===== src/verilog/pio_pkg.sv =====
// Purpose: shared constants and types for the port latch and drive block
// Assumes: one system clock, special-function register access from the core
// Notes: port slot 0 is port 3, slot 1 is port 4, slot 2 is port 5
package pio_pkg;

  // ************************************************************
  // sizes
  // ************************************************************
  localparam int PORT_W = 8;
  localparam int N_PORT = 3;
  localparam int IDX_P3 = 0;
  localparam int IDX_P4 = 1;
  localparam int IDX_P5 = 2;

  // ************************************************************
  // register addresses and page
  // ************************************************************
  localparam logic [7:0] ADDR_P4_MODE = 8'h9C;
  localparam logic [7:0] ADDR_P5_MODE = 8'h9D;
  localparam logic [7:0] ADDR_P2_MODE = 8'hA6;
  localparam logic [7:0] ADDR_P3_LATCH = 8'hB0;
  localparam logic [7:0] ADDR_P4_LATCH = 8'hC8;
  localparam logic [7:0] ADDR_P5_LATCH = 8'hD8;
  localparam logic [7:0] PAGE_HIGH = 8'h0F;

  // ************************************************************
  // reset values and field positions
  // ************************************************************
  localparam logic [7:0] LATCH_RST = 8'hFF;
  localparam logic [7:0] MODE_RST = 8'h00;
  localparam logic [7:0] BYTE_ZERO = 8'h00;
  localparam logic [7:0] BYTE_ONES = 8'hFF;
  localparam int BIT_WR_STB = 7;
  localparam int BIT_RD_STB = 6;
  localparam int BIT_ALE = 5;

  // decoded register targets
  typedef enum logic [2:0] {
    PIO_REG_NONE = 3'b000,
    PIO_REG_P3 = 3'b001,
    PIO_REG_P4 = 3'b010,
    PIO_REG_P5 = 3'b011,
    PIO_REG_P2M = 3'b100,
    PIO_REG_P4M = 3'b101,
    PIO_REG_P5M = 3'b110
  } pio_reg_t;

endpackage


===== src/verilog/pio_drv_if.sv =====
// Purpose: carries one port's latch, mode and override set to its pin driver
// Assumes: driver side is purely combinational
// Notes: results are registered by the owner of the ctl modport
`timescale 1ns/10ps
interface pio_drv_if #(parameter int W = 8);
  logic [W-1:0] latch;
  logic [W-1:0] mode;
  logic [W-1:0] force_od;
  logic [W-1:0] ovr_en;
  logic [W-1:0] ovr_val;
  logic [W-1:0] ovr_hiz;
  logic pull_off;
  logic [W-1:0] out;
  logic [W-1:0] oe_n;
  logic [W-1:0] pu;
  modport ctl (output latch, mode, force_od, ovr_en, ovr_val, ovr_hiz,
    pull_off, input out, oe_n, pu);
  modport drv (input latch, mode, force_od, ovr_en, ovr_val, ovr_hiz,
    pull_off, output out, oe_n, pu);
endinterface


===== src/verilog/pio_pin_sync.sv =====
// Purpose: three-stage pin input filter
// Assumes: pins are asynchronous to clk_sys
// Notes: a change counts once stages two and three agree
`timescale 1ns/10ps
module pio_pin_sync #(parameter int W = 8) (
  // clock and reset
  input wire logic clk_sys,
  input wire logic rst_n,
  // pin side
  input wire logic [W-1:0] pin_raw,
  // filtered level
  output logic [W-1:0] level
);
  typedef struct packed {
    logic [W-1:0] s1;
    logic [W-1:0] s2;
    logic [W-1:0] s3;
    logic [W-1:0] lvl;
  } pio_sync_st_t;

  pio_sync_st_t st;
  pio_sync_st_t next_st;

  // stage one feeds only stage two
  always_comb begin
    next_st = st;
    next_st.s1 = pin_raw;
    next_st.s2 = st.s1;
    next_st.s3 = st.s2;
    // take agreed value, hold while stages disagree
    next_st.lvl = (st.s2 & st.s3) | (st.lvl & (st.s2 | st.s3));
  end

  // pins idle high under the pull-ups, so reset to ones
  always_ff @(posedge clk_sys) begin
    if (!rst_n) begin
      st <= '1;
    end else begin
      st <= next_st;
    end
  end

  assign level = st.lvl;
endmodule


===== src/verilog/pio_pin_drive.sv =====
// Purpose: per-pin drive style, level and pull-up decision
// Assumes: inputs settle within one clk_sys cycle
// Notes: result is registered by the caller
`timescale 1ns/10ps
module pio_pin_drive #(parameter int W = 8) (
  // control and results
  pio_drv_if.drv bus
);
  logic [W-1:0] val;
  logic [W-1:0] od;
  logic [W-1:0] drive;

  // memory interface override beats the latch; style bits untouched
  always_comb begin
    val = (bus.ovr_en & bus.ovr_val) | (~bus.ovr_en & bus.latch);
    od = bus.force_od | ~bus.mode;
    // a one in open-drain style releases the pin
    drive = ~bus.ovr_hiz & (~val | ~od);
    bus.out = val;
    bus.oe_n = ~drive;
    // never let a pin fight its own pull-up while pulling low
    bus.pu = {W{~bus.pull_off}} & ~(drive & ~val);
  end
endmodule


===== src/verilog/pio_port_io.sv =====
// Purpose: port 3/4/5 data latches, drive-mode registers and pin control
// Assumes: core gives byte and bit accesses with address, page and rmw flag
// Notes: pin outputs follow a register write after two clk_sys edges
//
// Notes on behaviour
// - mode bit clear open-drain, set push-pull
// - all mode registers reset to zero
// - latch write sets pin output level
// - open-drain one floats, push-pull one drives
// - normal read returns live pin level
// - read-modify-write read returns latch contents
// - high port latches take byte and bit
// - registers and inputs stay active without pins
// - global disable turns off every weak pull-up
// - pull-up off on pins driving low
// - memory interface overrides latches during access
// - styles kept, read floats the data bus
// - port 3 carries address/data or data byte
// - port 4 top pins carry memory strobes
// - port 5 carries upper address, non-multiplexed
// - two-wire and shift-mode receive pins open-drain
// - port 3 latch reachable from every page
`timescale 1ns/10ps
module pio_port_io (
  // clock and reset
  input wire logic clk_sys,
  input wire logic rst_n,
  // register access from the core
  input wire logic [7:0] sfr_addr,
  input wire logic [7:0] sfr_page,
  input wire logic sfr_wr,
  input wire logic sfr_bit_wr,
  input wire logic [2:0] sfr_bit_sel,
  input wire logic sfr_bit_val,
  input wire logic [7:0] sfr_wdata,
  input wire logic sfr_rd,
  input wire logic sfr_rmw,
  output logic [7:0] sfr_rdata,
  output logic sfr_rvalid,
  // configuration held elsewhere
  input wire logic pullup_global_disable,
  input wire logic [7:0] port3_drive_mode,
  input wire logic [pio_pkg::N_PORT-1:0][7:0] force_open_drain,
  // memory interface on the high ports
  input wire logic external_memory_interface_active,
  input wire logic external_memory_interface_mux,
  input wire logic external_memory_interface_read,
  input wire logic [7:0] external_memory_interface_ad,
  input wire logic [7:0] external_memory_interface_addr_hi,
  input wire logic external_memory_interface_wr_n,
  input wire logic external_memory_interface_rd_n,
  input wire logic external_memory_interface_ale,
  // pins
  input wire logic [pio_pkg::N_PORT-1:0][7:0] pin_in,
  output logic [pio_pkg::N_PORT-1:0][7:0] pin_out,
  output logic [pio_pkg::N_PORT-1:0][7:0] pin_oe_n,
  output logic [pio_pkg::N_PORT-1:0][7:0] pin_pu,
  // port 2 style for the port 2 driver
  output logic [7:0] port2_drive_mode
);
  import pio_pkg::*;

  // ************************************************************
  // state
  // ************************************************************
  typedef struct packed {
    logic [N_PORT-1:0][7:0] latch;
    logic [7:0] p2_mode;
    logic [7:0] p4_mode;
    logic [7:0] p5_mode;
    logic [7:0] rdata;
    logic rvalid;
    logic [N_PORT-1:0][7:0] pout;
    logic [N_PORT-1:0][7:0] poe_n;
    logic [N_PORT-1:0][7:0] ppu;
  } pio_top_st_t;

  localparam pio_top_st_t ST_RST = '{
    latch: {N_PORT{LATCH_RST}},
    p2_mode: MODE_RST,
    p4_mode: MODE_RST,
    p5_mode: MODE_RST,
    rdata: BYTE_ZERO,
    rvalid: 1'b0,
    pout: {N_PORT{BYTE_ONES}},
    poe_n: {N_PORT{BYTE_ONES}},
    ppu: {N_PORT{BYTE_ONES}}
  };

  pio_top_st_t st;
  pio_top_st_t next_st;

  // ************************************************************
  // address decode
  // ************************************************************
  // port 3 latch ignores the page; everything else lives on page F
  function automatic pio_reg_t reg_of(input logic [7:0] a,
                                      input logic [7:0] pg);
    reg_of = PIO_REG_NONE;
    if (a == ADDR_P3_LATCH) begin
      reg_of = PIO_REG_P3;
    end else if (pg == PAGE_HIGH) begin
      case (a)
        ADDR_P4_LATCH: reg_of = PIO_REG_P4;
        ADDR_P5_LATCH: reg_of = PIO_REG_P5;
        ADDR_P2_MODE: reg_of = PIO_REG_P2M;
        ADDR_P4_MODE: reg_of = PIO_REG_P4M;
        ADDR_P5_MODE: reg_of = PIO_REG_P5M;
        default: reg_of = PIO_REG_NONE;
      endcase
    end
  endfunction

  pio_reg_t sel;
  assign sel = reg_of(sfr_addr, sfr_page);

  // ************************************************************
  // per-port pin filter and driver
  // ************************************************************
  logic [N_PORT-1:0][7:0] pin_lvl;
  logic [N_PORT-1:0][7:0] mode_of;
  logic [N_PORT-1:0][7:0] ovr_en;
  logic [N_PORT-1:0][7:0] ovr_val;
  logic [N_PORT-1:0][7:0] ovr_hiz;
  logic [N_PORT-1:0][7:0] drv_out;
  logic [N_PORT-1:0][7:0] drv_oe_n;
  logic [N_PORT-1:0][7:0] drv_pu;

  // style bits per slot
  assign mode_of[IDX_P3] = port3_drive_mode;
  assign mode_of[IDX_P4] = st.p4_mode;
  assign mode_of[IDX_P5] = st.p5_mode;

  genvar g;
  generate
    for (g = 0; g < N_PORT; g++) begin : g_port
      pio_drv_if #(.W(PORT_W)) u_if ();

      // input path stays live even when the port has no pins
      pio_pin_sync #(.W(PORT_W)) u_sync (
        .clk_sys(clk_sys),
        .rst_n(rst_n),
        .pin_raw(pin_in[g]),
        .level(pin_lvl[g])
      );

      pio_pin_drive #(.W(PORT_W)) u_drv (
        .bus(u_if.drv)
      );

      // hand this slot's controls to the driver
      assign u_if.latch = st.latch[g];
      assign u_if.mode = mode_of[g];
      assign u_if.force_od = force_open_drain[g];
      assign u_if.ovr_en = ovr_en[g];
      assign u_if.ovr_val = ovr_val[g];
      assign u_if.ovr_hiz = ovr_hiz[g];
      assign u_if.pull_off = pullup_global_disable;
      assign drv_out[g] = u_if.out;
      assign drv_oe_n[g] = u_if.oe_n;
      assign drv_pu[g] = u_if.pu;
    end
  endgenerate

  // ************************************************************
  // memory interface takeover
  // ************************************************************
  // only pins the interface owns are overridden; others keep latches
  always_comb begin
    ovr_en = '0;
    ovr_val = '0;
    ovr_hiz = '0;
    if (external_memory_interface_active) begin
      // port 3: address/data or data byte
      ovr_en[IDX_P3] = BYTE_ONES;
      ovr_val[IDX_P3] = external_memory_interface_ad;
      // a read floats the data bus only
      ovr_hiz[IDX_P3] = external_memory_interface_read ? BYTE_ONES : BYTE_ZERO;
      // port 4 top pins: strobes; latch pulse only when multiplexed
      ovr_en[IDX_P4][BIT_WR_STB] = 1'b1;
      ovr_en[IDX_P4][BIT_RD_STB] = 1'b1;
      ovr_en[IDX_P4][BIT_ALE] = external_memory_interface_mux;
      ovr_val[IDX_P4][BIT_WR_STB] = external_memory_interface_wr_n;
      ovr_val[IDX_P4][BIT_RD_STB] = external_memory_interface_rd_n;
      ovr_val[IDX_P4][BIT_ALE] = external_memory_interface_ale;
      // port 5: upper address in non-multiplexed mode
      ovr_en[IDX_P5] = external_memory_interface_mux ? BYTE_ZERO : BYTE_ONES;
      ovr_val[IDX_P5] = external_memory_interface_addr_hi;
    end
  end

  // ************************************************************
  // register writes, reads and pin registers
  // ************************************************************
  logic [1:0] lidx;
  logic is_latch;

  // latch slot for the decoded target
  always_comb begin
    is_latch = 1'b1;
    case (sel)
      PIO_REG_P3: lidx = 2'(IDX_P3);
      PIO_REG_P4: lidx = 2'(IDX_P4);
      PIO_REG_P5: lidx = 2'(IDX_P5);
      default: begin
        lidx = 2'(IDX_P3);
        is_latch = 1'b0;
      end
    endcase
  end

  always_comb begin
    next_st = st;
    // byte writes
    if (sfr_wr) begin
      if (is_latch) begin
        next_st.latch[lidx] = sfr_wdata;
      end
      case (sel)
        PIO_REG_P2M: next_st.p2_mode = sfr_wdata;
        PIO_REG_P4M: next_st.p4_mode = sfr_wdata;
        PIO_REG_P5M: next_st.p5_mode = sfr_wdata;
        default: next_st.p2_mode = st.p2_mode;
      endcase
    end
    // bit writes reach only the bit-addressable latches
    if (sfr_bit_wr && is_latch) begin
      next_st.latch[lidx][sfr_bit_sel] = sfr_bit_val;
    end
    // reads answer one cycle later; unmapped reads give zero
    next_st.rvalid = sfr_rd;
    next_st.rdata = BYTE_ZERO;
    if (sfr_rd) begin
      case (sel)
        PIO_REG_P3, PIO_REG_P4, PIO_REG_P5: begin
          // rmw reads see the latch, others the filtered pin
          next_st.rdata = sfr_rmw ? st.latch[lidx] : pin_lvl[lidx];
        end
        PIO_REG_P2M: next_st.rdata = st.p2_mode;
        PIO_REG_P4M: next_st.rdata = st.p4_mode;
        PIO_REG_P5M: next_st.rdata = st.p5_mode;
        default: next_st.rdata = BYTE_ZERO;
      endcase
    end
    // pins registered so every output leaves a flip-flop
    next_st.pout = drv_out;
    next_st.poe_n = drv_oe_n;
    next_st.ppu = drv_pu;
  end

  // reset to latches high and every port 4 and port 5 pin open-drain
  always_ff @(posedge clk_sys) begin
    if (!rst_n) begin
      st <= ST_RST;
    end else begin
      st <= next_st;
    end
  end

  assign sfr_rdata = st.rdata;
  assign sfr_rvalid = st.rvalid;
  assign pin_out = st.pout;
  assign pin_oe_n = st.poe_n;
  assign pin_pu = st.ppu;
  assign port2_drive_mode = st.p2_mode;

  // ************************************************************
  // checks
  // ************************************************************
  a_mode_reset: assert property (@(posedge clk_sys)
    !rst_n |=> (st.p2_mode == MODE_RST) && (st.p4_mode == MODE_RST)
      && (st.p5_mode == MODE_RST))
    else $error("mode register not cleared by reset");

  a_latch_write: assert property (@(posedge clk_sys) disable iff (!rst_n)
    sfr_wr && !sfr_bit_wr && (sfr_addr == ADDR_P3_LATCH)
      |=> st.latch[IDX_P3] == $past(sfr_wdata))
    else $error("port 3 latch did not take the written byte");

  a_bit_write: assert property (@(posedge clk_sys) disable iff (!rst_n)
    sfr_bit_wr && !sfr_wr && (sfr_addr == ADDR_P4_LATCH) && (sfr_page == PAGE_HIGH)
      |=> st.latch[IDX_P4][$past(sfr_bit_sel)] == $past(sfr_bit_val))
    else $error("port 4 bit write lost");

  a_page_guard: assert property (@(posedge clk_sys) disable iff (!rst_n)
    (sfr_wr || sfr_bit_wr) && (sfr_page != PAGE_HIGH)
      && (sfr_addr == ADDR_P5_LATCH) |=> $stable(st.latch[IDX_P5]))
    else $error("port 5 latch written from a foreign page");

  a_rmw_read: assert property (@(posedge clk_sys) disable iff (!rst_n)
    sfr_rd && sfr_rmw && (sfr_addr == ADDR_P3_LATCH)
      |=> sfr_rvalid && (sfr_rdata == $past(st.latch[IDX_P3])))
    else $error("rmw read did not return the latch");

  a_pin_read: assert property (@(posedge clk_sys) disable iff (!rst_n)
    sfr_rd && !sfr_rmw && (sfr_addr == ADDR_P4_LATCH) && (sfr_page == PAGE_HIGH)
      |=> sfr_rdata == $past(pin_lvl[IDX_P4]))
    else $error("normal read did not return the pin level");

  a_no_fight: assert property (@(posedge clk_sys) disable iff (!rst_n)
    (~pin_oe_n & ~pin_out & pin_pu) == '0)
    else $error("pull-up left on a pin driven low");

  a_pud_global: assert property (@(posedge clk_sys) disable iff (!rst_n)
    pullup_global_disable ##1 pullup_global_disable |-> pin_pu == '0)
    else $error("pull-up on while globally disabled");

  a_od_float: assert property (@(posedge clk_sys) disable iff (!rst_n)
    !external_memory_interface_active && (st.latch[IDX_P4][0] == 1'b1) && (st.p4_mode[0] == 1'b0)
      |=> pin_oe_n[IDX_P4][0])
    else $error("open-drain one was driven");

  a_strobe_take: assert property (@(posedge clk_sys) disable iff (!rst_n)
    external_memory_interface_active |=> pin_out[IDX_P4][BIT_WR_STB] == $past(external_memory_interface_wr_n))
    else $error("write strobe not on port 4 pin 7");

  a_read_float: assert property (@(posedge clk_sys) disable iff (!rst_n)
    external_memory_interface_active && external_memory_interface_read |=> pin_oe_n[IDX_P3] == BYTE_ONES)
    else $error("data bus driven during external read");

endmodule


===== config.mk =====
export PLATFORM = sky130hd
export DESIGN_NAME = pio_port_io
export DESIGN_NICKNAME = d
export VERILOG_FILES = /design/src/verilog/pio_pkg.sv /design/src/verilog/pio_drv_if.sv /design/src/verilog/pio_pin_sync.sv /design/src/verilog/pio_pin_drive.sv /design/src/verilog/pio_port_io.sv
export SDC_FILE = /design/constraint.sdc
export NUM_CORES = 1
export LEC_CHECK = 0
export ABC_AREA = 1
export BUFFER_PORTS_ARGS = -buffer_cell sky130_fd_sc_hd__buf_2
export CAP_MARGIN = 20
export CORE_MARGIN = 2
export CORE_UTILIZATION = 57
export CTS_CLUSTER_DIAMETER = 200
export DETAILED_ROUTE_END_ITERATION = 6
export PLACE_DENSITY = 0.84
export SYNTH_ARGS = -nofsm -noshare
export SYNTH_HDL_FRONTEND = slang
export SYNTH_SLANG_ARGS = --single-unit

===== constraint.sdc =====
create_clock -name clk_sys -period 3.8 [get_ports clk_sys]
set_clock_uncertainty 0.05 [all_clocks]
set_input_delay 0.19 -clock clk_sys [delete_from_list [all_inputs] [get_ports clk_sys]]
set_output_delay 0.19 -clock clk_sys [all_outputs]
set_load 0.005 [all_outputs]

**Word-level counts from Yosys, hierarchy flattened**

Index checks and enable logic that the tools add are counted.

- Magnitude comparators: 4
- Eq/ne operators: 13
- Multiplexer cells: 32
- Bitwise operators: 54
- Reductions and logical operators: 8

Operators by type and width:

| operator | count |
|---|---|
| $and 8x8->8 | 19 |
| $not 8->8 | 19 |
| $or 8x8->8 | 15 |
| $mux 8 | 13 |
| $bwmux 24 | 2 |
| $eq 8x8->1 const B | 6 |
| $mux 24 | 2 |
| $mux 48 | 1 |
| $bmux 8 s2 | 2 |
| $demux 8 s2 | 2 |
| $pmux 8 s4 | 1 |
| $mux 11 | 2 |
| $pmux 3 s5 | 1 |
| $eq 3x3->1 const B | 3 |
| $eq 8x4->1 const B | 1 |
| $reduce_and 2->1 | 4 |
| $eq 3x2->1 const B | 2 |
| $mux 3 | 2 |
| $lt 3x4->1 const B | 1 |
| $pmux 2 s2 | 1 |
| $demux 1 s3 | 1 |
| $eq 3x1->1 const B | 1 |
| $ge 3x1->1 const B | 1 |
| $logic_and 1x1->1 | 3 |
| other kinds (5) | 6 |

- Flip-flop bits (word level): 225
- Input bits: 113
- Output and inout port bits: 89
- Word-level logic and storage cells: 140

**Depth between registers and ports, before layout**

Gate-level depths: netlist (run 1).

- Depth in word-level cells: 15
- Mapped depth: 14
- Mapped depth without buffers: 14

**Modules after synthesis**

Synthesis (run 1) repeated with hierarchy kept, for this count alone.

- Cells, all modules: 1403
- Area total of the unflattened synthesis: 10248.6 sq um

Modules (own cells, without submodules):

| module | times used | cells each | area each (sq um) | seq. area each (sq um) |
|---|---|---|---|---|
| pio_port_io | 1 | 836 | 5950.7 | 2582.5 |
| pio_pin_sync | 3 | 92 | 998.5 | 640.6 |
| pio_pin_drive | 3 | 97 | 434.2 | 0.0 |

**Worst setup path before layout (run 1)**

OpenSTA, ideal clock, no wires.

- Path kind: input -> register
- From: input port sfr_addr[6]
- To: register st, in the netlist g_port[2].u_if.latch[6]
- Library setup time: 0.134 ns
- Arrival: 1.380 ns
- Data required time: 3.616 ns
- Setup slack: 2.236 ns
- Cell stages on the path: 13
- Buffers on the path: 1
- Cells stage by stage: inv_1 > nand2_1 > nor2_2 > nand2_2 > nand2_4 > nand2_4 > nor2_8 > buf_4 > nand2_1 > nor2_2 > nand2_1 > nand2_1 > nand3_1

- Cells in the longest elaborated chain, start to end: 15
- Elaborated cells on any way between the ends: 28
- Those cells by class: order compare: 2; eq/ne: 9; mux: 14; reduce/logical: 3

RTL lines:

| element | RTL line | RTL |
|---|---|---|
| from (decl) | pio_port_io.sv:29 | `input wire logic [7:0] sfr_addr,` |
| $eq 8x8->1 | pio_port_io.sv:103 | `case (a)` |
| $pmux 3 s5 | pio_port_io.sv:103 |  |
| $mux 3 | pio_port_io.sv:102 | `end else if (pg == PAGE_HIGH) begin` |
| $mux 3 * | pio_port_io.sv:100 | `if (a == ADDR_P3_LATCH) begin` |
| $eq 3x2->1 | pio_port_io.sv:201 | `case (sel)` |
| $pmux 2 s2 | pio_port_io.sv:201 |  |
| $lt 2x3->1 (not written as such) / $ge 2x1->1 (equally long branches) | pio_port_io.sv:217, pio_port_io.sv:228 |  |
| $logic_and 1x1->1 (not written as such) | pio_port_io.sv:217, pio_port_io.sv:228 |  |
| $mux 8 (not written as such) | pio_port_io.sv:217 | `next_st.latch[lidx] = sfr_wdata;` |
| $demux 8 s2 | pio_port_io.sv:217 |  |
| $bwmux 24 | pio_port_io.sv:217 |  |
| $mux 24 | pio_port_io.sv:216 | `if (is_latch) begin` |
| $mux 48 | pio_port_io.sv:215 | `if (sfr_wr) begin` |
| $bwmux 24 | pio_port_io.sv:228 | `next_st.latch[lidx][sfr_bit_sel] = sfr_bit_val;` |
| $mux 24 * | pio_port_io.sv:227 | `if (sfr_bit_wr && is_latch) begin` |
| to (signal assigned) | pio_port_io.sv:256 | `st <= next_st;` |
| to (decl) | pio_port_io.sv:90 | `pio_top_st_t st;` |

Mark *: on every way between the ends. The rest lies on a longest branch, timed or not.
A chain may end at the register's enable or synchronous reset.

**Worst setup path after layout (run 1)**

- From: input port sfr_addr[6]
- To: register st, in the netlist g_port[1].u_if.latch[1]

Same word-level chain as after synthesis.

==> results of run 1 <==
final cells by class:
type / count / area, um^2
inverter: 92 / 345.3
tap: 184 / 230.2
multi-input combinational: 644 / 3397
sequential: 225 / 4504
timing repair buffer: 283 / 1819
clock inverter: 5 / 50.05
clock buffer: 35 / 650.6
fill: 994 / 3537
final timing paths:
| kind | end | depth (start not counted) | slack [ns] | startpoint |
|---|---|---|---|---|
| worst max register to register | pin_oe_n[6] | 5 | 2.17 | g_port[0].u_if.latch[6] |
| worst min register to register | g_port[2].u_sync.next_st[10] | 1 | 0.36 | g_port[2].u_sync.next_st[18] |
| worst min-delay path | pin_oe_n[16] | 3 | -0.02 | force_open_drain[16] |
| worst max-delay path | g_port[1].u_if.latch[1] | 12 | 1.95 | sfr_addr[6] |
layout by cell type (no fill, tap or decap), types with 2 or more instances in the layout:
cell type                       instances
sky130_fd_sc_hd__or2_2                 72
sky130_fd_sc_hd__a211oi_2               8
sky130_fd_sc_hd__inv_1                 84
sky130_fd_sc_hd__nand3_1               87
sky130_fd_sc_hd__o211ai_1               5
sky130_fd_sc_hd__inv_2                  6
sky130_fd_sc_hd__nand3b_1               5
sky130_fd_sc_hd__buf_4                  3
sky130_fd_sc_hd__clkbuf_1               9
sky130_fd_sc_hd__clkbuf_16             23
sky130_fd_sc_hd__nand3_2                2
sky130_fd_sc_hd__a31oi_1               13
sky130_fd_sc_hd__clkinv_2               4
sky130_fd_sc_hd__nor3_1                17
sky130_fd_sc_hd__nand2_4                5
sky130_fd_sc_hd__buf_2                201
sky130_fd_sc_hd__o21ai_1               20
sky130_fd_sc_hd__nand4_1                3
sky130_fd_sc_hd__dlygate4sd3_1         79
sky130_fd_sc_hd__a21oi_1               58
sky130_fd_sc_hd__dfxtp_1              225
sky130_fd_sc_hd__o21ai_0               95
sky130_fd_sc_hd__clkinv_1               2
sky130_fd_sc_hd__clkbuf_8               3
sky130_fd_sc_hd__nand3_4                3
sky130_fd_sc_hd__nand2_1              113
sky130_fd_sc_hd__nor2_1                98
sky130_fd_sc_hd__nor2_4                 5
sky130_fd_sc_hd__mux2i_1               11
sky130_fd_sc_hd__nand2_2                8
sky130_fd_sc_hd__nor2_2                10
metal layers:
metal / vias up / global-route usage [%] / part of all wire (%)
met2: 460 / 54.78 / 50
met1: 3696 / 35.16 / 37
met4: 0 / 12.86 / 4.8
met3: 103 / 5.353 / 8.6
li1: 3821 / - / -
met5: - / 0 / 0
kinds of logic after synthesis:
kind of cell / share of synthesized area (%)
flops: 53.01
compound gates: 13.14
mux: 1.296
buf+inv: 7.009
simple gates: 25.55
stage by stage:
step	utilization [%]	worst slack, ns
2_1_floorplan	-	2.236
3_3_place_gp	65.40	1.546
3_5_place_dp	65.40	1.468
4_1_cts	75.66	1.984
5_1_grt	75.66	1.735
6_report	75.66	1.952
registers in the layout (all words and copies together) (netlist names):
signal and count:
g_port.u_if.mode 16, pin_pu 24, g_port.u_sync.next_st 48, g_port.u_sync.st 24
pin_out 24, g_port.u_sync.level 24, pin_oe_n 24, g_port.u_if.latch 24
port2_drive_mode 8, sfr_rvalid 1, sfr_rdata 8
critical path: stages:
cell and delay, ns:
sky130_fd_sc_hd__buf_2 0.10, sky130_fd_sc_hd__inv_1 0.04, sky130_fd_sc_hd__nand2_1 0.09, sky130_fd_sc_hd__nor2_2 0.07
sky130_fd_sc_hd__nand2_2 0.10, sky130_fd_sc_hd__nand2_2 0.09, sky130_fd_sc_hd__a21oi_4 0.54, sky130_fd_sc_hd__nand4_1 0.40
sky130_fd_sc_hd__inv_1 0.31, sky130_fd_sc_hd__nand2_1 0.08, sky130_fd_sc_hd__nand2_1 0.09, sky130_fd_sc_hd__nand3_1 0.06
report_power, final:
part	switching (W)	internal [W]
registers	0.0000226	0.00243
logic	0.000176	0.000170
clock network	0.000863	0.00124
total	0.00106	0.00384
timing repair:
| item | 4_1_cts | 5_1_grt |
|---|---|---|
| hold endpoints to repair | 79 | 0 |
| buffers inserted | 0 | 0 |
| hold buffers | 79 | 0 |
==> results.txt, run 1 <==
- The worst hold path belongs to the class in2reg.
* Type of the setup path with the least slack: in2reg
* Last weighted congestion value of the routability-driven placer: just over 0.9
- Clock tree from TritonCTS: yes
- After floorplanning, the core was divided into 44 placement rows.
- Hold timing on the final database bottoms out at a slack of -0.02486 ns.
- The area growth from synthesis to layout is 29.42%.
* Setup TNS: 0 ns
- Of all flip-flops after synthesis, the portion carrying an async set or reset was 0%.
- # setup viols final: 0
* Ys Warns: 0
* Number of buffers inserted during clock tree synthesis: 22
- Post-synth top area share: between 50% and 60%
- The tree is rooted in a sky130_fd_sc_hd__clkbuf_16.
* Number of synthesized flops with an enable pin: 0
* Overall fraction of global-route tracks in use: 30.28%
- The number of pins with negative max-slew slack in the final report is 0.
- Post-synthesis sequential element count: ~230
* LEAKAGE: around 4.8 nW
- Summing all placed instances gives a cell area of roughly 9500 um^2.
- The total count of hold-check failures in the final report was 1.
- Slew of the pin with the lowest slew margin: 0.9221 ns
- Post-CTS clock slew at the launch and capture registers of the worst setup and hold paths: about 0.060 ns
- Cell area power density: 445.5 nW/um^2
* Number of DRC markers after the initial detailed-route iteration: approximately 730
- Vias in the first global route: ~7800
- DP HPWL: ~16000 um
* Number of placed instances, taps included: approximately 1300
- For this configuration, the core starts out at a cell density of about three fifths.
* Share of final-layout standard cells stronger than drive strength 1: 27.96%
* Run status: finished with violations
- Die height: between 100 and 150 um
- Post-Route WL: roughly 25000 um
- The commonest cells after synthesis are sky130_fd_sc_hd__dfxtp_1 (225), sky130_fd_sc_hd__nand2_1 (113), sky130_fd_sc_hd__nor2_1 (98).
- Before antenna repair, the detailed router went through 6 iterations.
- Global-route wire length before repair: 39170 um
* Share of the clock period used by the worst path after layout: about half
- Most common cell in the netlist: sky130_fd_sc_hd__dfxtp_1
* Highest clock frequency the design can meet: 541.0 MHz
- Post-synthesis cell type count: 36
- Core Box Area: roughly 15000 um^2
- Synthesized area: 8497 um^2
- Total power draw: 0.004899 W
* Sink Count: between 200 and 250
- Area of the die: around 16000 um^2
* Routed vias: a little over 8000
- Yosys top cell by area: sky130_fd_sc_hd__dfxtp_1
- WL/cell: approximately 17 um
- In the synthesized netlist, the number of instances is approximately 1000.
* Final design instance area without fill: 11000 um^2
* Maximum Capacitance Violations: 0
- Number of remaining DRC errors: 0
- Among all flip-flop cells after synthesis, the most frequent one is sky130_fd_sc_hd__dfxtp_1.
* Post-cts gate resize count: 0
- In the routed layout, each cell is associated on average with a via count of around 5.5.
- Setup repair after global routing left no endpoint under its margin.
- H-tree depth: 1
- Part of the Yosys area used for sequential elements: a little over half
- Entering global routing, the biggest net connects 83 pins.
- The worst-case IR drop observed on VDD is about 430 uV.
- The worst pin sits at a relative slew slack of 38.06%.
- After synthesis, the cell types taking the most area are sky130_fd_sc_hd__dfxtp_1 (53%), sky130_fd_sc_hd__o21ai_0 (5.6%), sky130_fd_sc_hd__or2_2 (5.3%).
* Post-Layout Cell Count: about 1500
- Global routing finished with a remaining overflow of 0.
- Highest net fanout along the worst path: 22
* Port Buf Inserts: around 200
* Required time of the critical path: 4.11 ns
* Source-to-sink clock delay at the later pin of the worst-skew pair: roughly 0.50 ns
- The checks that failed: negative hold slack.
* Post-Synthesis Mean Instance Area: approximately 8.5 um^2
- slightly above 200 I/O pins were placed.
- Arr. time, crit path: between 2 and 2.5 ns
- The worst path in the final design needs a cycle of 1.848 ns, including I/O delays and setup.
* Initial antenna violation count: 0
- Overall die width: 126.1 um
- The worst setup path is captured at a flip-flop.
- ANT nets after route: 0
- Count of nets after finishing: 1381
- Mapped Nets: 1117
- STA classifies the critical path startpoint as an input pin.
* Maximum buffer depth of the clock tree: 3
* Inserted Diodes: 0
Power figures use the tool's default switching activity.
==> inputs of run 2 (changes only) <==
ABC_AREA = 0   (was 1)
CORE_UTILIZATION = 53   (was 57)
PLACE_DENSITY = 0.79   (was 0.84)
clock period = 1.9 ns   (was 3.8 ns; I/O delays follow)
==> run 2 against run 1 <==
Effect of this change: the flow now finishes without violations; register-to-register slack got worse by 1.9 ns; combinational power increased by 120%; sequential cell count unchanged; total power increased by 110%; sequential power increased by 100%; via count decreased by 5.3%; synthesized area decreased by 4.0%; global-route usage decreased by 1.6 points; synthesized cell count decreased by 16%; sequential share of layout area decreased by 1.3 points; worst setup slack got worse by 1.8 ns; first-iteration DRC count decreased by 16%; highest routed layer unchanged.
==> results.txt, run 2 <==
- The run finished with clean final reports.
* Relative slew margins: 36.48% (-1.6 points)
- Port Buf Inserts: 201 (unchanged)
- Cell area power density: 887.4 nW/um^2 (+99%)
- Setup repair after global routing missed its margin: no
- Initial core utilization: 53.85% (-4.6 points)
* Post-synth top area share: 55.22% (+2.2 points)
* WL/cell: 18.35 um (+8.8%)
- The accumulated negative setup slack was 0 ns (unchanged).
* Global-route wire length before repair: 37100 um (-5.3%)
- In the layout the commonest cells are sky130_fd_sc_hd__dfxtp_1 (225), sky130_fd_sc_hd__buf_2 (200), sky130_fd_sc_hd__nor2_1 (102).
* Part of the Yosys area used for sequential elements: 55.22% (+2.2 points)
- Type of the setup path with the least slack: in2reg
* Reg-to-reg endpoint: pin_oe_n[13]
- The proportion of layout cells with a drive suffix above 1 is 26.60% (-1.4 points).
- The total overflow reported by the global router came to 0 (unchanged).
* CP delay by family, top: buffers and inverters
- The met1 routed wirelength after detailed routing was 9712 um (+6.3%).
- R2r setup slk: 0.26 ns (-1.91 ns)
* Length of routed met3 wiring: 2260 um (+5.6%)
- The number of pins with negative max-slew slack in the final report is 0 (unchanged).
* Final critical-path required period: roughly 1.8 ns
- Post-CTS clock slew at the launch and capture registers of the worst setup and hold paths: 0.06 ns (about the same)
- The deepest level of the CTS H-tree came to 1 (unchanged).
- Met2 wire length: 11880 um (-3.3%)
* Mean number of vias per cell: 5.624 (+2.2%)
* Last weighted congestion value of the routability-driven placer: 0.9737 (+4.9%)
* Ys Warns: 0 (unchanged)
- The total count of hold-check failures in the final report is 0 (-1).
- Worst IR Drop VDD: 709.2 uV (+64%)
- Required time of the critical path: 2.21 ns (-1.90 ns)
- In the synthesized netlist the dominant register cell turns out to be sky130_fd_sc_hd__dfxtp_1.
- Traced cell by cell, the critical path runs through dlygate4sd3_1 > buf_4 > buf_16 > nand2_1 > o21ai_0 > dlygate4sd3_1 > nand2_1.
- The initial antenna violation count came to 0 (unchanged).
- The number of synthesized flops with an enable pin was 0 (unchanged).
- Area occupied by multi-input gates: 3377 um^2 (-0.59%)
- Most common cell after layout, fill and taps aside: sky130_fd_sc_hd__dfxtp_1
* Top post-synthesis cells by count: sky130_fd_sc_hd__dfxtp_1 (225), sky130_fd_sc_hd__nor2_1 (102), sky130_fd_sc_hd__nand2b_1 (75)
* Switching part of the total power: 21.93% (+0.26 points)
- ANT nets after route: 0 (unchanged)
- The number of nets in the synthesized netlist is 954 (-15%).
- STA classifies the critical path startpoint as an input pin.
- Pin count of the biggest net entering global routing: 132 (+59%)
- Sequential cell area: 4504 um^2 (unchanged)
* Highest clock frequency the design can meet: 558.6 MHz
- TritonCTS built the clock tree.
- The number of clock sinks is 225 (unchanged).
* Post-Layout Cell Count: 1361 (-7.3%)
- The combined global-route utilization of all metal layers is 28.64% (-1.6 points).
- The buffer levels on the longest clock path is 3 (unchanged).
- The fraction of registers with async set/reset came to 0% (unchanged).
- The length in cells of the worst reg-to-reg path is 4 (-1).
* Count of nets after finishing: 1270 (-8.0%)
* Final hold slack: 0.08991 ns (+0.1148 ns)
- The top fanout value on the critical path was 66 (+200%).
- The critical path buffer and inverter count was 4 (+1).
- Die height: 128.1 um (+1.6%)
* Source-to-sink clock delay at the later pin of the worst-skew pair: 0.50 ns (about the same)
- The number of maximum-capacitance constraint violations is 0 (unchanged).
- Critical Path Max Stage Delay: 0.57 ns (+0.03 ns)
* Post-synthesis cell type count: 59 (+64%)
- The via total after detailed routing is 7654 (-5.3%).
* Flip-flop count of the largest register after layout: 48 (unchanged)
- Yosys top cell by area: sky130_fd_sc_hd__dfxtp_1
- Start point of the worst min-delay path: sfr_bit_val
- Core Box Area: 15150 um^2 (+4.2%)
- The number of buffers added by the clock tree synthesis step came to 23 (+4.5%).
* Area of the die: 16400 um^2 (+3.1%)
- The DRC marker count from the first detailed-route iteration is 612 (-16%).
* Synthesized area: 8157 um^2 (-4.0%)
* Number of remaining DRC errors: 0 (unchanged)
* Most common cell in the netlist: sky130_fd_sc_hd__dfxtp_1
* DP HPWL: 16160 um (+4.0%)
* Classification of the worst-slack hold path: in2reg
* Max Used Layer: met4
- The number of I/O pins was 202 (unchanged).
- LEAKAGE: 4.869 nW (+2.4%)
- The instance count after placement with tap cells included came to 1231 (-8.7%).
- Area delta synth->final: 39.29%
* Worst hold path endpoint: g_port[2].u_if.latch[7]
* Overall die width: 128.1 um (+1.6%)
* Total internal power: 0.007871 W (+110%)
- The first-pass detailed-route iteration total was 7 (+1).
- Inserted Diodes: 0 (unchanged)
* Comb power frac: 7.5% (+0.4 points)
- Source of the worst register-to-register timing path: g_port[1].u_if.latch[5]
- The via count of the first global-routing pass was 7395 (-5.6%).
- Reported net switching power: 0.002211 W (+110%)
* Fillers: 1021 (+2.7%)
- Flop pwr share: 48.5% (-1.5 points)
- The worst-margin pin slew was 0.9528 ns (+0.03070 ns).
- Dividing the final minimum period by the clock period gives 94.22%.
* Critical-path top delay cell: sky130_fd_sc_hd__dlygate4sd3_1
- Arr. time, crit path: 2.10 ns (-0.06 ns)
- Total power draw: 0.01008 W (+110%)
* Dominant cells by area after synthesis: sky130_fd_sc_hd__dfxtp_1 (55%), sky130_fd_sc_hd__nand2b_1 (5.8%), sky130_fd_sc_hd__mux2i_1 (5.2%)
- Clock network power share: 44.0% (+1.0 points)
- Synth Instances: 841 (-16%)
- The instance count along the most critical hold path came to 3 (unchanged).
- Post-Synthesis Mean Instance Area: 9.699 um^2 (+15%)
- Type of destination of the critical path: flip-flop
- The final wirelength was 24970 um (+0.84%).
- The flip-flop and latch count after synthesis is 225 (unchanged).
* Root buffer selected by CTS: sky130_fd_sc_hd__clkbuf_16
- Site row count: 45 (+2.3%)
- Logic depth of the worst setup path including buffers: 7 (-5)
- # setup viols final: 0 (unchanged)
==> run 2: changes by cell type in the layout (fill, tap and decap cells not counted), moves of 22 or more <==
cell / change
sky130_fd_sc_hd__buf_4: +39
sky130_fd_sc_hd__mux2i_1: +31
sky130_fd_sc_hd__nand3_1: -86
sky130_fd_sc_hd__nand2b_1: +75
sky130_fd_sc_hd__a21oi_1: -23
sky130_fd_sc_hd__or2_2: -71
sky130_fd_sc_hd__nand2_1: -83
sky130_fd_sc_hd__inv_1: -54
sky130_fd_sc_hd__o21ai_0: -27
sky130_fd_sc_hd__o211ai_1: +22
==> run 2: area by class of cell <==
type,count,share of cell area [%]
Clock inverter,10,0.7599
Timing Repair Buffer,338,20.86
Inverter,30,0.9912
Tap cell,188,2.070
Multi-Input combinational cell,539,29.72
Clock buffer,31,5.947
Sequential cell,225,39.65
==> run 2: routing by layer <==
layer | track usage (%) | up-vias
met5 | 0 | -
met4 | 13.51 | 0
met3 | 5.593 | 98
met2 | 49.36 | 450
met1 | 34.52 | 3530
li1 | - | 3576
==> run 2: worst register-to-register path, cell delays in order (launching register included) <==
cell	delay (ns)
sky130_fd_sc_hd__dfxtp_1	0.41
sky130_fd_sc_hd__a21boi_0	0.28
sky130_fd_sc_hd__a311oi_2	0.08
sky130_fd_sc_hd__a31oi_1	0.19
sky130_fd_sc_hd__dlygate4sd3_1	0.58
==> run 2: worst max-delay path by stage <==
| stage | to | start |
|---|---|---|
| 3_3_place_gp | sfr_rdata[6] | sfr_addr[0] |
| 4_1_cts | pin_oe_n[7] | rst_n |
| 2_1_floorplan | g_port[0].u_if.latch[2] | sfr_addr[0] |
| 5_1_grt | sfr_rdata[0] | sfr_addr[0] |
| 6_report | pin_oe_n[7] | rst_n |
| 3_5_place_dp | sfr_rdata[6] | sfr_addr[0] |
==> run 2: through the flow <==
step	setup slack, ns	instance area, um^2	utilization [%]
after floorplan	-0.02518	8180	-
after global placement	-0.2571	9663	63.80
after detailed placement	-0.3659	9663	63.80
after CTS	0.06360	11310	74.65
after global routing	0.04284	11360	75.01
final	0.1098	11360	75.01
==> run 2: power groups by stage <==
stage,clock (W),sequential (W),combinational (W)
2_1_floorplan,0,0.00500,0.000268
3_3_place_gp,0,0.00499,0.000559
3_5_place_dp,0,0.00499,0.000568
4_1_cts,0.00445,0.00489,0.000713
5_1_grt,0.00469,0.00490,0.000815
6_report,0.00443,0.00489,0.000755
==> run 2: cells by family after synthesis <==
| logic type | synth area share (%) |
|---|---|
| simple gates | 17.72 |
| flops | 55.22 |
| compound gates | 17.89 |
| mux | 5.154 |
| xor+xnor | 0.1074 |
| buf+inv | 3.912 |
==> run 2: repair_timing <==
action                     CTS  global route
buffers inserted             0             0
setup endpoints to repair    0            17
resized for setup            0             7
hold endpoints to repair   130             0
hold buffers                88             0
==> inputs of run 3 (changes only) <==
CORE_MARGIN = 3   (was 2)
==> run 3 against run 2 <==
Effect of this change: final cell count grew 0.81%; total power grew 0.52%; clock power is essentially flat; critical path type unchanged; worst hold slack lost 0.034 ns; critical path depth shrank 1; largest power group unchanged; sequential share of layout area shrank 0.29 points; combinational power grew 3.6%; maximum frequency shrank 2.4%; non-clock buffer count grew 17; utilization grew 2.3 points; worst setup slack lost 0.045 ns; clock-buffer cell count is the same.
==> results.txt, run 3 (synthesized netlist as in run 2, its figures left out) <==
- The run finished with clean final reports.
- The maximum achievable frequency is 545.0 MHz (-2.4%).
* Post-Route WL: 25330 um (+1.4%)
- Flip-flop count of the largest register after layout: 48 (unchanged)
- The first-pass detailed-route iteration total was 5 (-2).
* Commonest non-fill, non-tap cells in the layout: sky130_fd_sc_hd__dfxtp_1 (225), sky130_fd_sc_hd__buf_2 (200), sky130_fd_sc_hd__nor2_1 (102)
* Reg-to-reg endpoint: pin_pu[13]
* Slew Limit Fails: 0 (unchanged)
- The worst setup path is launched from an input pin.
- The final core utilization is 77.29% (+2.3 points).
- The number of cell rows was 44 (-2.2%).
* Sink Count: 225 (unchanged)
- The clock latency at the later pin of the worst-skew pair was 0.51 ns (about the same).
- The area growth from synthesis to layout is 40.33%.
- Number of DRC markers after the initial detailed-route iteration: 617 (+0.82%)
* Post-CTS clock slew at the launch and capture registers of the worst setup and hold paths: 0.07 ns (about the same)
- The y dimension of the die came to 130.1 um (+1.6%).
- Source of the worst register-to-register timing path: g_port[1].u_if.latch[5]
- Overall die width: 130.1 um (+1.6%)
- STA classifies the critical path endpoint as a flip-flop.
- The DRC violations left came to 0 (unchanged).
- Final hold slack: 0.05547 ns (-0.03445 ns)
* Post-Layout Cell Count: 1372 (+0.81%)
- The via total after detailed routing was 7609 (-0.59%).
- The wire length per cell after detailed routing is 18.46 um (+0.62%).
- The critical path is of the in2reg type.
* Slew of the pin with the lowest slew margin: 0.5867 ns (-0.3661 ns)
* Most common cell after layout, fill and taps aside: sky130_fd_sc_hd__dfxtp_1
- # setup viols final: 0 (unchanged)
- The register-to-register setup slack was 0.12 ns (-0.14 ns).
- The met1 track utilization from global routing came to 32.88% (-1.6 points).
* Cell area power density: 885.4 nW/um^2 (-0.22%)
- Setup repair after global routing left no endpoint under its margin.
- Gr ovfl total: 0 (unchanged)
- DP HPWL: 16000 um (-0.96%)
- Pin count of the biggest net entering global routing: 91 (-31%)
* Length in cells of the worst reg-to-reg path: 4 (unchanged)
- The top fanout value on the critical path is 1 (-98%).
- The number of buffers added by the clock tree synthesis step was 23 (unchanged).
- Final critical-path required period: 1.835 ns (+0.04472 ns)
* Required time of the critical path: 2.25 ns (+0.04 ns)
- Classification of the worst-slack hold path: in2reg
- Global routing usage on met3: 4.994% (-0.60 points)
* Last weighted congestion value of the routability-driven placer: 0.9085 (-6.7%)
* Maximum Capacitance Violations: 0 (unchanged)
- Clock tree from TritonCTS: yes
* Start point of the worst min-delay path: rst_n
- Port Buf Inserts: 201 (unchanged)
- Initial core utilization: 55.08% (+1.2 points)
- The maximum ir drop on the vdd rail came to 1018 uV (+43%).
* Number of placed instances, taps included: 1238 (+0.57%)
- M2 GR Usage: 50.00% (+0.64 points)
- ANT nets after route: 0 (unchanged)
- Inserted Diodes: 0 (unchanged)
* GR peak layer: met2
* Share of the clock period used by the worst path after layout: 96.58% (+2.4 points)
- Initial antenna violation count: 0 (unchanged)
- Boundary Pins: 202 (unchanged)
- The deepest level of the CTS H-tree came to 1 (unchanged).
- The via count of the first global-routing pass came to 7293 (-1.4%).
- The global-route wire length before repair came to 38080 um (+2.6%).
- Area of the die: 16910 um^2 (+3.1%)
- Root buffer selected by CTS: sky130_fd_sc_hd__clkbuf_16
- The detail-routed via count per cell is 5.546 (-1.4%).
* Core Box Area: 14810 um^2 (-2.2%)
- The instance count along the most critical hold path is 3 (unchanged).
* Worst hold path endpoint: pin_out[0]
* Count of nets after finishing: 1287 (+1.3%)
- Maximum buffer depth of the clock tree: 3 (unchanged)
- The combined global-route utilization of all metal layers was 28.69% (+0.054 points).
- Relative slew margins: 59.77% (+23 points)
- Arr. time, crit path: 2.18 ns (+0.08 ns)
* Final hold vios: 0 (unchanged)
* LEAKAGE: 4.910 nW (+0.85%)
* Share of final-layout standard cells stronger than drive strength 1: 26.35% (-0.25 points)
run 3: stage by stage:
stage,instance area [um^2],setup TNS (ns),setup WS [ns],total power [W]
floorplan,8180,-0.1101,-0.02518,0.005266
global placement,9728,-9.914,-0.3712,0.005565
detailed placement,9728,-12.93,-0.3861,0.005577
CTS,11430,0,0.05311,0.01011
global route,11450,0,0.01217,0.01044
finish,11450,0,0.06506,0.01013
run 3: final cells by class:
type	instances	area, um^2
clock buffers	31	655.6
clock inverters	8	96.34
fillers	929	3363
inverters	30	112.6
multi-input cells	539	3369
flip-flops and latches	225	4504
well taps	184	230.2
repair buffers	355	2477
run 3: worst max path at each step:
stage / end / start / cells past startpoint
2_1_floorplan: g_port[0].u_if.latch[2] / sfr_addr[0] / 8
3_5_place_dp: sfr_rdata[6] / sfr_addr[0] / 8
3_3_place_gp: sfr_rdata[6] / sfr_addr[0] / 8
6_report: pin_oe_n[4] / force_open_drain[4] / 6
4_1_cts: pin_pu[13] / g_port[1].u_if.latch[5] / 4
5_1_grt: pin_oe_n[4] / force_open_drain[4] / 6
run 3: timing repair:
action / 4_1_cts / 5_1_grt
setup endpoints to repair: 0 / 3
hold buffers: 95 / 0
hold endpoints to repair: 125 / 0
setup buffers: 0 / 0
resized for setup: 0 / 2
run 3: routing by layer:
layer  vias up  share of wire, %
met2       409                49
met5         -                 0
met4         0               6.6
met1      3489                37
met3       104               7.9
li1       3607                 -
run 3: critical path, stage by stage:
cell,delay [ns]
sky130_fd_sc_hd__dlygate4sd3_1,0.54
sky130_fd_sc_hd__buf_2,0.12
sky130_fd_sc_hd__nor2b_1,0.12
sky130_fd_sc_hd__dlygate4sd3_1,0.58
sky130_fd_sc_hd__o211ai_1,0.11
sky130_fd_sc_hd__dlygate4sd3_1,0.61
run 3: power breakdown:
group / leakage, nW / internal [W] / switching (W)
clock network: 0.372 / 0.00268 / 0.00178
registers: 1.84 / 0.00485 / 0.0000447
logic: 2.69 / 0.000408 / 0.000375
total: 4.91 / 0.00794 / 0.00220
